## src/inc/scss_regs.svh

```systemverilog
// register offsets, field positions, reset values and timing for clock source select
`ifndef SCSS_REGS_SVH
`define SCSS_REGS_SVH
`define SCSS_ADDR_W 4
`define SCSS_OFF_CLKSRC 4'h5
`define SCSS_OFF_PLL_CONTROL 4'h6
`define SCSS_SEL_BIT 7
`define SCSS_STOPRUN_BIT 6
`define SCSS_CFG_BIT 5
`define SCSS_PLL_HALT_IN_WAIT_BIT 3
`define SCSS_PERIODIC_TIMER_HALT_IN_WAIT_BIT 1
`define SCSS_WATCHDOG_HALT_IN_WAIT_BIT 0
`define SCSS_PLL_POWER_ON_BIT 6
`define SCSS_CLKSRC_RST 8'h00
`define SCSS_PLL_CONTROL_RST 8'hC1
`define SCSS_PLL_CONTROL_WMASK 8'hFF
`define SCSS_ZERO8 8'h00
`define SCSS_STRAP_WAIT 2'h2
`define SCSS_BUS_DIV 2
`endif

```

## src/inc/scss_pkg.sv

```systemverilog
// types for clock source select
`include "scss_regs.svh"
package scss_pkg;
    typedef struct packed {
        logic [`SCSS_ADDR_W-1:0] addr;
        logic [7:0] wdata;
        logic wr;
        logic rd;
    } scss_bus_req_t;
    typedef struct packed {
        logic stop_req;
        logic wait_req;
        logic self_clock;
        logic special_mode;
    } scss_mode_t;
    typedef struct packed {
        logic use_pll;
        logic osc_enable;
        logic pll_power;
        logic rti_run;
        logic rti_init;
        logic cop_run;
        logic cop_init;
    } scss_ctl_t;
    typedef enum logic [1:0] {
        SCSS_RUN = 2'b00,
        SCSS_WAIT = 2'b01,
        SCSS_STOP = 2'b10
    } scss_lp_t;
endpackage

```

## src/logic/scss_strap.sv

```systemverilog
// capture of the oscillator configuration strap after reset release
`timescale 1ns/100ps
`include "scss_regs.svh"
module scss_strap (
    input wire logic mclk,
    input wire logic rstn,
    input wire logic strap_in,
    output logic strap_q
);
    logic done_r;
    logic val_r;
    logic [1:0] cnt_r;
    logic done_nxt;
    logic val_nxt;
    logic [1:0] cnt_nxt;
    // wait until the synchroniser holds the real strap level
    always_comb begin
        done_nxt = done_r;
        val_nxt = val_r;
        cnt_nxt = cnt_r;
        if (!done_r) begin
            if (cnt_r == `SCSS_STRAP_WAIT) begin
                val_nxt = strap_in;
                done_nxt = 1'b1;
            end else begin
                cnt_nxt = cnt_r + 2'h1;
            end
        end
    end
    always_ff @(posedge mclk or negedge rstn) begin
        if (!rstn) begin
            done_r <= 1'b0;
            val_r <= 1'b0;
            cnt_r <= 2'h0;
        end else begin
            done_r <= done_nxt;
            val_r <= val_nxt;
            cnt_r <= cnt_nxt;
        end
    end
    assign strap_q = val_r;
endmodule

```

## src/logic/scss_sync2.sv

```systemverilog
// two-flop synchroniser for a level
`timescale 1ns/100ps
module scss_sync2 (
    input wire logic mclk,
    input wire logic rstn,
    input wire logic din,
    output logic dout
);
    logic meta_r;
    logic sync_r;
    always_ff @(posedge mclk or negedge rstn) begin
        if (!rstn) begin
            meta_r <= 1'b0;
            sync_r <= 1'b0;
        end else begin
            meta_r <= din;
            sync_r <= meta_r;
        end
    end
    assign dout = sync_r;
endmodule

```

## src/logic/scss_top.sv

```systemverilog
// clock source select and low-power control top
//
// Strobed register access was left to the implementer.
`timescale 1ns/100ps
`include "scss_regs.svh"
module scss_top
    import scss_pkg::*;
(
    input wire logic mclk,
    input wire logic rstn,
    input scss_pkg::scss_bus_req_t bus_req,
    output logic [7:0] rdata,
    input scss_pkg::scss_mode_t mode,
    input wire logic pll_lock,
    input wire logic osc_cfg_in,
    output scss_pkg::scss_ctl_t ctl
);
    import scss_pkg::*;

    logic lock_s;
    logic cfg_s;
    logic cfg_q;

    // lock is asynchronous to the bus clock
    scss_sync2 u_lock_sync (
        .mclk(mclk),
        .rstn(rstn),
        .din(pll_lock),
        .dout(lock_s)
    );
    scss_sync2 u_cfg_sync (
        .mclk(mclk),
        .rstn(rstn),
        .din(osc_cfg_in),
        .dout(cfg_s)
    );
    scss_strap u_strap (
        .mclk(mclk),
        .rstn(rstn),
        .strap_in(cfg_s),
        .strap_q(cfg_q)
    );

    function automatic logic hit(input logic [`SCSS_ADDR_W-1:0] a,
                                 input logic [`SCSS_ADDR_W-1:0] off);
        hit = (a == off);
    endfunction

    logic wr_clk;
    logic wr_pll;
    assign wr_clk = bus_req.wr && hit(bus_req.addr, `SCSS_OFF_CLKSRC);
    assign wr_pll = bus_req.wr && hit(bus_req.addr, `SCSS_OFF_PLL_CONTROL);

    // register state
    logic sel_r, sel_nxt;
    logic stoprun_r, stoprun_nxt;
    logic pll_halt_in_wait_r, pll_halt_in_wait_nxt;
    logic periodic_timer_halt_in_wait_r, periodic_timer_halt_in_wait_nxt;
    logic watchdog_halt_in_wait_r, watchdog_halt_in_wait_nxt;
    logic copwr_r, copwr_nxt;
    logic [7:0] pll_control_r, pll_control_nxt;
    scss_lp_t lp_r, lp_nxt;

    always_comb begin
        lp_nxt = SCSS_RUN;
        if (mode.stop_req) begin
            lp_nxt = SCSS_STOP;
        end else if (mode.wait_req) begin
            lp_nxt = SCSS_WAIT;
        end
    end

    always_comb begin
        sel_nxt = sel_r;
        stoprun_nxt = stoprun_r;
        pll_halt_in_wait_nxt = pll_halt_in_wait_r;
        periodic_timer_halt_in_wait_nxt = periodic_timer_halt_in_wait_r;
        watchdog_halt_in_wait_nxt = watchdog_halt_in_wait_r;
        copwr_nxt = copwr_r;
        pll_control_nxt = pll_control_r;
        if (wr_clk) begin
            // a one is only accepted with a stable lock
            sel_nxt = bus_req.wdata[`SCSS_SEL_BIT] & lock_s;
            stoprun_nxt = bus_req.wdata[`SCSS_STOPRUN_BIT];
            pll_halt_in_wait_nxt = bus_req.wdata[`SCSS_PLL_HALT_IN_WAIT_BIT];
            periodic_timer_halt_in_wait_nxt = bus_req.wdata[`SCSS_PERIODIC_TIMER_HALT_IN_WAIT_BIT];
            if (mode.special_mode || !copwr_r) begin
                watchdog_halt_in_wait_nxt = bus_req.wdata[`SCSS_WATCHDOG_HALT_IN_WAIT_BIT];
                copwr_nxt = 1'b1;
            end
        end
        if (wr_pll) begin
            pll_control_nxt = bus_req.wdata & `SCSS_PLL_CONTROL_WMASK;
        end
        // stop, self clock or wait with pll_halt_in_wait_r override any write; no automatic restore
        if (mode.self_clock || mode.stop_req ||
            (mode.wait_req && pll_halt_in_wait_r)) begin
            sel_nxt = 1'b0;
        end
    end

    always_ff @(posedge mclk or negedge rstn) begin
        if (!rstn) begin
            sel_r <= 1'b0;
            stoprun_r <= 1'b0;
            pll_halt_in_wait_r <= 1'b0;
            periodic_timer_halt_in_wait_r <= 1'b0;
            watchdog_halt_in_wait_r <= 1'b0;
            copwr_r <= 1'b0;
            pll_control_r <= `SCSS_PLL_CONTROL_RST;
            lp_r <= SCSS_RUN;
        end else begin
            sel_r <= sel_nxt;
            stoprun_r <= stoprun_nxt;
            pll_halt_in_wait_r <= pll_halt_in_wait_nxt;
            periodic_timer_halt_in_wait_r <= periodic_timer_halt_in_wait_nxt;
            watchdog_halt_in_wait_r <= watchdog_halt_in_wait_nxt;
            copwr_r <= copwr_nxt;
            pll_control_r <= pll_control_nxt;
            lp_r <= lp_nxt;
        end
    end

    // read path and controls
    logic [7:0] rdata_nxt;
    scss_ctl_t ctl_nxt;
    logic [7:0] clk_view;

    always_comb begin
        clk_view = `SCSS_ZERO8;
        clk_view[`SCSS_SEL_BIT] = sel_r;
        clk_view[`SCSS_STOPRUN_BIT] = stoprun_r;
        clk_view[`SCSS_CFG_BIT] = cfg_q;
        clk_view[`SCSS_PLL_HALT_IN_WAIT_BIT] = pll_halt_in_wait_r;
        clk_view[`SCSS_PERIODIC_TIMER_HALT_IN_WAIT_BIT] = periodic_timer_halt_in_wait_r;
        clk_view[`SCSS_WATCHDOG_HALT_IN_WAIT_BIT] = watchdog_halt_in_wait_r;
        rdata_nxt = `SCSS_ZERO8;
        if (bus_req.rd) begin
            if (hit(bus_req.addr, `SCSS_OFF_CLKSRC)) begin
                rdata_nxt = clk_view;
            end else if (hit(bus_req.addr, `SCSS_OFF_PLL_CONTROL)) begin
                rdata_nxt = pll_control_r;
            end
        end
    end

    always_comb begin
        ctl_nxt.use_pll = sel_nxt;
        ctl_nxt.osc_enable = !(lp_nxt == SCSS_STOP) || stoprun_nxt;
        ctl_nxt.pll_power = mode.self_clock ||
            (pll_control_nxt[`SCSS_PLL_POWER_ON_BIT] && !(lp_nxt == SCSS_WAIT && pll_halt_in_wait_nxt));
        ctl_nxt.rti_run = !(lp_nxt == SCSS_WAIT && periodic_timer_halt_in_wait_nxt);
        ctl_nxt.rti_init = (lp_nxt == SCSS_WAIT) && periodic_timer_halt_in_wait_nxt;
        ctl_nxt.cop_run = !(lp_nxt == SCSS_WAIT && watchdog_halt_in_wait_nxt);
        ctl_nxt.cop_init = (lp_nxt == SCSS_WAIT) && watchdog_halt_in_wait_nxt;
    end

    always_ff @(posedge mclk or negedge rstn) begin
        if (!rstn) begin
            rdata <= `SCSS_ZERO8;
            ctl <= '{use_pll: 1'b0, osc_enable: 1'b1, pll_power: 1'b1,
                     rti_run: 1'b1, rti_init: 1'b0, cop_run: 1'b1, cop_init: 1'b0};
        end else begin
            rdata <= rdata_nxt;
            ctl <= ctl_nxt;
        end
    end


    chk_sel_needs_lock: assert property (@(posedge mclk) disable iff (!rstn)
        (wr_clk && !lock_s && !sel_r) |=> !sel_r)
        else $error("pll select set without lock");

    chk_sel_lowpwr_clear: assert property (@(posedge mclk) disable iff (!rstn)
        (mode.stop_req || mode.self_clock) |=> !sel_r && !ctl.use_pll)
        else $error("pll select not cleared");

    chk_src_follows_sel: assert property (@(posedge mclk) disable iff (!rstn)
        ctl.use_pll == sel_r)
        else $error("source differs from select");

    chk_osc_stop_off: assert property (@(posedge mclk) disable iff (!rstn)
        (mode.stop_req && !$past(stoprun_r, 1) && !wr_clk && !$past(wr_clk, 1))
        |=> !ctl.osc_enable)
        else $error("oscillator running in stop");

    chk_cfg_held: assert property (@(posedge mclk) disable iff (!rstn)
        $past(u_strap.done_r, 1) |-> $stable(cfg_q))
        else $error("config status changed");

    chk_pll_wait_down: assert property (@(posedge mclk) disable iff (!rstn)
        (mode.wait_req && !mode.stop_req && !mode.self_clock && pll_halt_in_wait_r && !wr_clk)
        |=> !ctl.pll_power && !ctl.use_pll)
        else $error("pll not down in wait");

    chk_cop_once: assert property (@(posedge mclk) disable iff (!rstn)
        (copwr_r && !mode.special_mode) |=> $stable(watchdog_halt_in_wait_r))
        else $error("watchdog field rewritten");

    chk_selfclk_pll_on: assert property (@(posedge mclk) disable iff (!rstn)
        mode.self_clock |=> ctl.pll_power)
        else $error("pll off in self clock");

    chk_timer_wait_halt: assert property (@(posedge mclk) disable iff (!rstn)
        (lp_r == SCSS_WAIT && periodic_timer_halt_in_wait_r) |-> !ctl.rti_run && ctl.rti_init)
        else $error("timer running in wait");

    chk_timer_wait_run: assert property (@(posedge mclk) disable iff (!rstn)
        (lp_r == SCSS_WAIT && !periodic_timer_halt_in_wait_r) |-> ctl.rti_run && !ctl.rti_init)
        else $error("timer halted in wait");

    chk_timer_awake: assert property (@(posedge mclk) disable iff (!rstn)
        (lp_r != SCSS_WAIT) |-> ctl.rti_run && !ctl.rti_init)
        else $error("timer halted outside wait");

    chk_cop_wait_halt: assert property (@(posedge mclk) disable iff (!rstn)
        (lp_r == SCSS_WAIT && watchdog_halt_in_wait_r) |-> !ctl.cop_run && ctl.cop_init)
        else $error("watchdog running in wait");

    chk_cop_wait_run: assert property (@(posedge mclk) disable iff (!rstn)
        (lp_r == SCSS_WAIT && !watchdog_halt_in_wait_r) |-> ctl.cop_run && !ctl.cop_init)
        else $error("watchdog halted in wait");

    chk_cop_awake: assert property (@(posedge mclk) disable iff (!rstn)
        (lp_r != SCSS_WAIT) |-> ctl.cop_run && !ctl.cop_init)
        else $error("watchdog halted outside wait");

    chk_osc_pseudo_stop: assert property (@(posedge mclk) disable iff (!rstn)
        (lp_r == SCSS_STOP && stoprun_r) |-> ctl.osc_enable)
        else $error("oscillator off in pseudo stop");

    chk_osc_full_stop: assert property (@(posedge mclk) disable iff (!rstn)
        (lp_r == SCSS_STOP && !stoprun_r) |-> !ctl.osc_enable)
        else $error("oscillator on in full stop");

    chk_osc_awake: assert property (@(posedge mclk) disable iff (!rstn)
        (lp_r != SCSS_STOP) |-> ctl.osc_enable)
        else $error("oscillator off outside stop");

    chk_cfg_readback: assert property (@(posedge mclk) disable iff (!rstn)
        (bus_req.rd && hit(bus_req.addr, `SCSS_OFF_CLKSRC)) |=> rdata[`SCSS_CFG_BIT] == cfg_q)
        else $error("config status read wrong");

    chk_rdata_idle: assert property (@(posedge mclk) disable iff (!rstn)
        !bus_req.rd |=> rdata == `SCSS_ZERO8)
        else $error("read data without read");

    chk_rdata_clksrc: assert property (@(posedge mclk) disable iff (!rstn)
        (bus_req.rd && hit(bus_req.addr, `SCSS_OFF_CLKSRC)) |=> rdata == $past(clk_view))
        else $error("select register read wrong");

    chk_rdata_pll_control: assert property (@(posedge mclk) disable iff (!rstn)
        (bus_req.rd && hit(bus_req.addr, `SCSS_OFF_PLL_CONTROL)) |=> rdata == $past(pll_control_r))
        else $error("pll control read wrong");

    chk_sel_no_restore: assert property (@(posedge mclk) disable iff (!rstn)
        (!sel_r && !wr_clk) |=> !sel_r)
        else $error("pll select restored by itself");

    chk_pll_power_on_held: assert property (@(posedge mclk) disable iff (!rstn)
        !wr_pll |=> $stable(pll_control_r))
        else $error("pll control changed without write");

    chk_pll_awake: assert property (@(posedge mclk) disable iff (!rstn)
        (lp_r != SCSS_WAIT && pll_control_r[`SCSS_PLL_POWER_ON_BIT]) |-> ctl.pll_power)
        else $error("pll off outside wait");

    chk_pll_power_on_off: assert property (@(posedge mclk) disable iff (!rstn)
        (!$past(mode.self_clock) && !pll_control_r[`SCSS_PLL_POWER_ON_BIT]) |-> !ctl.pll_power)
        else $error("pll on while switched off");

    chk_sel_wait_clear: assert property (@(posedge mclk) disable iff (!rstn)
        (mode.wait_req && pll_halt_in_wait_r) |=> !sel_r)
        else $error("pll select kept in wait");

    chk_sel_locked_set: assert property (@(posedge mclk) disable iff (!rstn)
        (wr_clk && bus_req.wdata[`SCSS_SEL_BIT] && lock_s && !mode.self_clock &&
            !mode.stop_req && !(mode.wait_req && pll_halt_in_wait_r)) |=> sel_r)
        else $error("pll select refused with lock");

    chk_lp_stop_wins: assert property (@(posedge mclk) disable iff (!rstn)
        (mode.stop_req && mode.wait_req) |=> lp_r == SCSS_STOP && ctl.rti_run)
        else $error("wait taken over stop");

    chk_use_pll_run: assert property (@(posedge mclk) disable iff (!rstn)
        (lp_r == SCSS_RUN && sel_r) |-> ctl.use_pll)
        else $error("oscillator source with select set");

    chk_copwr_sticky: assert property (@(posedge mclk) disable iff (!rstn)
        copwr_r |=> copwr_r)
        else $error("watchdog write flag lost");

    chk_cop_first_write: assert property (@(posedge mclk) disable iff (!rstn)
        (wr_clk && !copwr_r) |=> copwr_r && watchdog_halt_in_wait_r == $past(bus_req.wdata[`SCSS_WATCHDOG_HALT_IN_WAIT_BIT]))
        else $error("first watchdog write lost");
endmodule

```

## config.mk

```make
export PLATFORM = sky130hd
export DESIGN_NAME = scss_top
export DESIGN_NICKNAME = d
export VERILOG_FILES = /design/src/inc/scss_pkg.sv /design/src/logic/scss_strap.sv /design/src/logic/scss_sync2.sv /design/src/logic/scss_top.sv
export VERILOG_INCLUDE_DIRS = /design/src /design/src/inc
export SDC_FILE = /design/constraint.sdc
export NUM_CORES = 1
export LEC_CHECK = 0
export BUFFER_PORTS_ARGS = -buffer_cell sky130_fd_sc_hd__buf_2
export CORE_MARGIN = 2
export CORE_UTILIZATION = 54
export CTS_CLUSTER_DIAMETER = 60
export DETAILED_ROUTE_END_ITERATION = 8
export GPL_TIMING_DRIVEN = 1
export PLACE_DENSITY = 0.91
export SLEW_MARGIN = 20
export SYNTH_ARGS = -nofsm -noshare
export SYNTH_HDL_FRONTEND = slang
export SYNTH_SLANG_ARGS = --single-unit
export TNS_END_PERCENT = 100
```

## constraint.sdc

```tcl
create_clock -name mclk -period 2.4 [get_ports mclk]
set_clock_uncertainty 0.2 [all_clocks]
set_input_delay 0.12 -clock mclk [delete_from_list [all_inputs] [get_ports mclk]]
set_output_delay 0.12 -clock mclk [all_outputs]
set_load 0.02 [all_outputs]
```

==> results.cfg <==
[clock_tree]
cts_max_level = 2
clock_sinks = 36
ctsResizeCount = 0
clk_latency_ns = 0.34
numCtsBuffers = 5
postCtsSetupBuffers = 0
cts_root_buffer = clkbuf_4
clk_pin_slew_ns = 0.10
cts_max_path_buffers = 2
hold_buffers = 19
cts_tree = yes

[synthesis]
avgSynthCellArea_um2 = 14.5
yosysMostFrequentCell = dfrtp_1
synth_seq_cells = 36
synth_area_leader_cell = dfrtp_1
synth_area_leaders = dfrtp_1 (53%), dfstp_2 (13%), mux2_2 (7.4%)
synth-edff-count = 0
synthesis.area_um2 = 1370
yosysWarnings = 0
seq_area_frac_synth = 0.666
synth_top_area_frac = 0.531
syn_nets = 117
synth_common_cells = dfrtp_1 (29), mux2_2 (9), dfstp_2 (7), a22o_1 (6), inv_1 (4)
synth_cell_types = 30
synth_cells = 94
postSynth.asyncResetShare = 1.00
ys.flop_type = dfrtp_1

[timing]
final.period_utilization = 0.932
drv_slew = 0
setup_viol = 0
holdWs_ns = 0.0526
rsz0062_at_grt = false
tightest_slew_ns = 0.762
slew_headroom = 0.492
tns_ns = 0
fin_crit_ns = 2.24
fmax_ghz = 0.447
hold_viol = 0

[critical_path]
rrSetupSlack_ns = 0.16
arrival_ns = 2.32
required_ns = 2.49
startpoint_type = flip-flop
crit_type = flip-flop to flip-flop
endpoint_kind = flip-flop
worstPathMaxFanout = 4

[global_routing]
grt_first_pass_wirelength_um = 4310
grt_overflow = 0
grt_max_degree = 37
grt.total_usage = 0.226
antenna_found_initial = 0
grt_pass1_vias = 915

[power]
seq_power_share = 0.584
total_power_mw = 1.24
powerDensity_nw_per_um2 = 683
peakVddDrop_mv = 0.510
leakagePower_nw = 0.922
swShare = 0.256
power_switching_uw = 318
pwr-share-clk = 0.269
comb_power_share = 0.148
p_int_uw = 922

[routing]
vias = 945
drtPass1Iterations = 4
ant_nets = 0
drt-total-wl_um = 2920
wl_per_cell_um = 15.9
first_iter_violations = 8
drc = 0
viasPerCell = 5.16

[floorplanning]
fp.dieW_um = 54.3
die_y_um = 54.3
fp.coreArea_um2 = 2430
start_util = 0.562
dieArea_um2 = 2950
ios = 37
rows = 18

[layout]
antennaDiodeCount = 0
nets = 175
drive_gt1_frac = 0.444
post-route-util = 0.747
syn_to_final_growth_pct = 33.0

[placed_design]
place.gp.congestion = 0.750
dp_hpwl_um = 1790
port_buffers = 36

[run_status]
status = complete, no violations

[run]
max_cap_viol_count = 0

[hold_path]
hp-class = input port to flip-flop
[power by group through the flow]
stage,clock network (mW),registers (mW),logic [mW]
finish,0.333,0.724,0.183
global route,0.381,0.729,0.199
CTS,0.338,0.719,0.180
detailed placement,0,0.730,0.154
global placement,0,0.727,0.143
floorplan,0,0.739,0.0744
[layout by cell type, fill, tap and decap left out]
cell	n
a211o_1	1
a21oi_1	1
a22o_1	6
a31o_1	1
and2_1	1
and2_2	1
and3_1	2
and4bb_2	1
and4bb_4	1
buf_2	36
clkbuf_4	5
clkbuf_8	1
clkinv_2	2
dfrtp_1	29
dfstp_2	7
dlygate4sd3_1	19
ha_1	1
inv_1	4
mux2_2	9
mux2_4	2
mux2i_1	2
nand2_1	3
nand2_4	2
nand2b_1	3
nand3_1	2
nand4_1	2
nor2_1	2
nor2b_1	2
o21ai_0	1
or2_1	1
or2_2	1
or2b_1	1
xnor2_1	1
[worst max-delay path, cell delays in order (launching register included)]
cell,delay (ns)
dfrtp_1,0.46
a211o_1,0.29
dlygate4sd3_1,0.56
a21oi_1,0.13
dlygate4sd3_1,0.56
[stage by stage]
step / cells / worst slack (ns) / instance area, um^2
2_1_floorplan: 94 / 0.991 / 1370
3_3_place_gp: 156 / 0.951 / 1570
3_5_place_dp: 156 / 0.910 / 1570
4_1_cts: 183 / 0.182 / 1820
5_1_grt: 183 / 0.111 / 1820
6_report: 183 / 0.163 / 1820
[per-layer routing]
layer	part of all wire	track usage	vias up
met2	0.51	0.359	42
li1	-	-	440
met5	0	0	-
met1	0.40	0.260	454
met3	0.060	0.0820	9
met4	0.033	0.133	0
[final cells by class]
type                            instances  area, um^2
Multi-Input combinational cell         50         423
Tap cell                               30        37.5
Fill cell                             134         616
Sequential cell                        36         910
Clock inverter                          2        10.0
Inverter                                4        15.0
Timing Repair Buffer                   55         370
Clock buffer                            6        51.3
[registers in the layout (all words and copies together), names as in the netlist]
register	flops
u_lock_sync.dout	1
pll_halt_in_wait_r	1
u_cfg_sync.meta_r	1
stoprun_r	1
u_lock_sync.meta_r	1
watchdog_halt_in_wait_r	1
pll_control_r	8
u_strap.strap_q	1
u_cfg_sync.dout	1
u_strap.cnt_r	2
rdata	8
u_strap.done_r	1
periodic_timer_halt_in_wait_r	1
copwr_r	1
ctl	7
[worst paths after layout]
kind / start / to / cells after the start
min reg2reg: u_cfg_sync.meta_r / u_cfg_sync.dout / 0
max: pll_halt_in_wait_r / ctl[6] / 4
max reg2reg: pll_halt_in_wait_r / ctl[6] / 4
max in group asynchronous: rstn / watchdog_halt_in_wait_r / 2
min in group asynchronous: rstn / rdata[1] / 2
min: bus_req[1] / watchdog_halt_in_wait_r / 4
[kinds of logic (layout without fill, tap and decap cells)]
| family | after synthesis | in the layout | synth area share |
|---|---|---|---|
| fa+ha+maj | 1 | 1 | 0.00916 |
| simple gates | 25 | 25 | 0.125 |
| mux | 13 | 13 | 0.111 |
| flops | 36 | 36 | 0.666 |
| buf+inv | 8 | 67 | 0.0247 |
| compound gates | 10 | 10 | 0.0586 |
| xor+xnor | 1 | 1 | 0.00641 |
No activity file was read; power rests on OpenSTA's default activity.
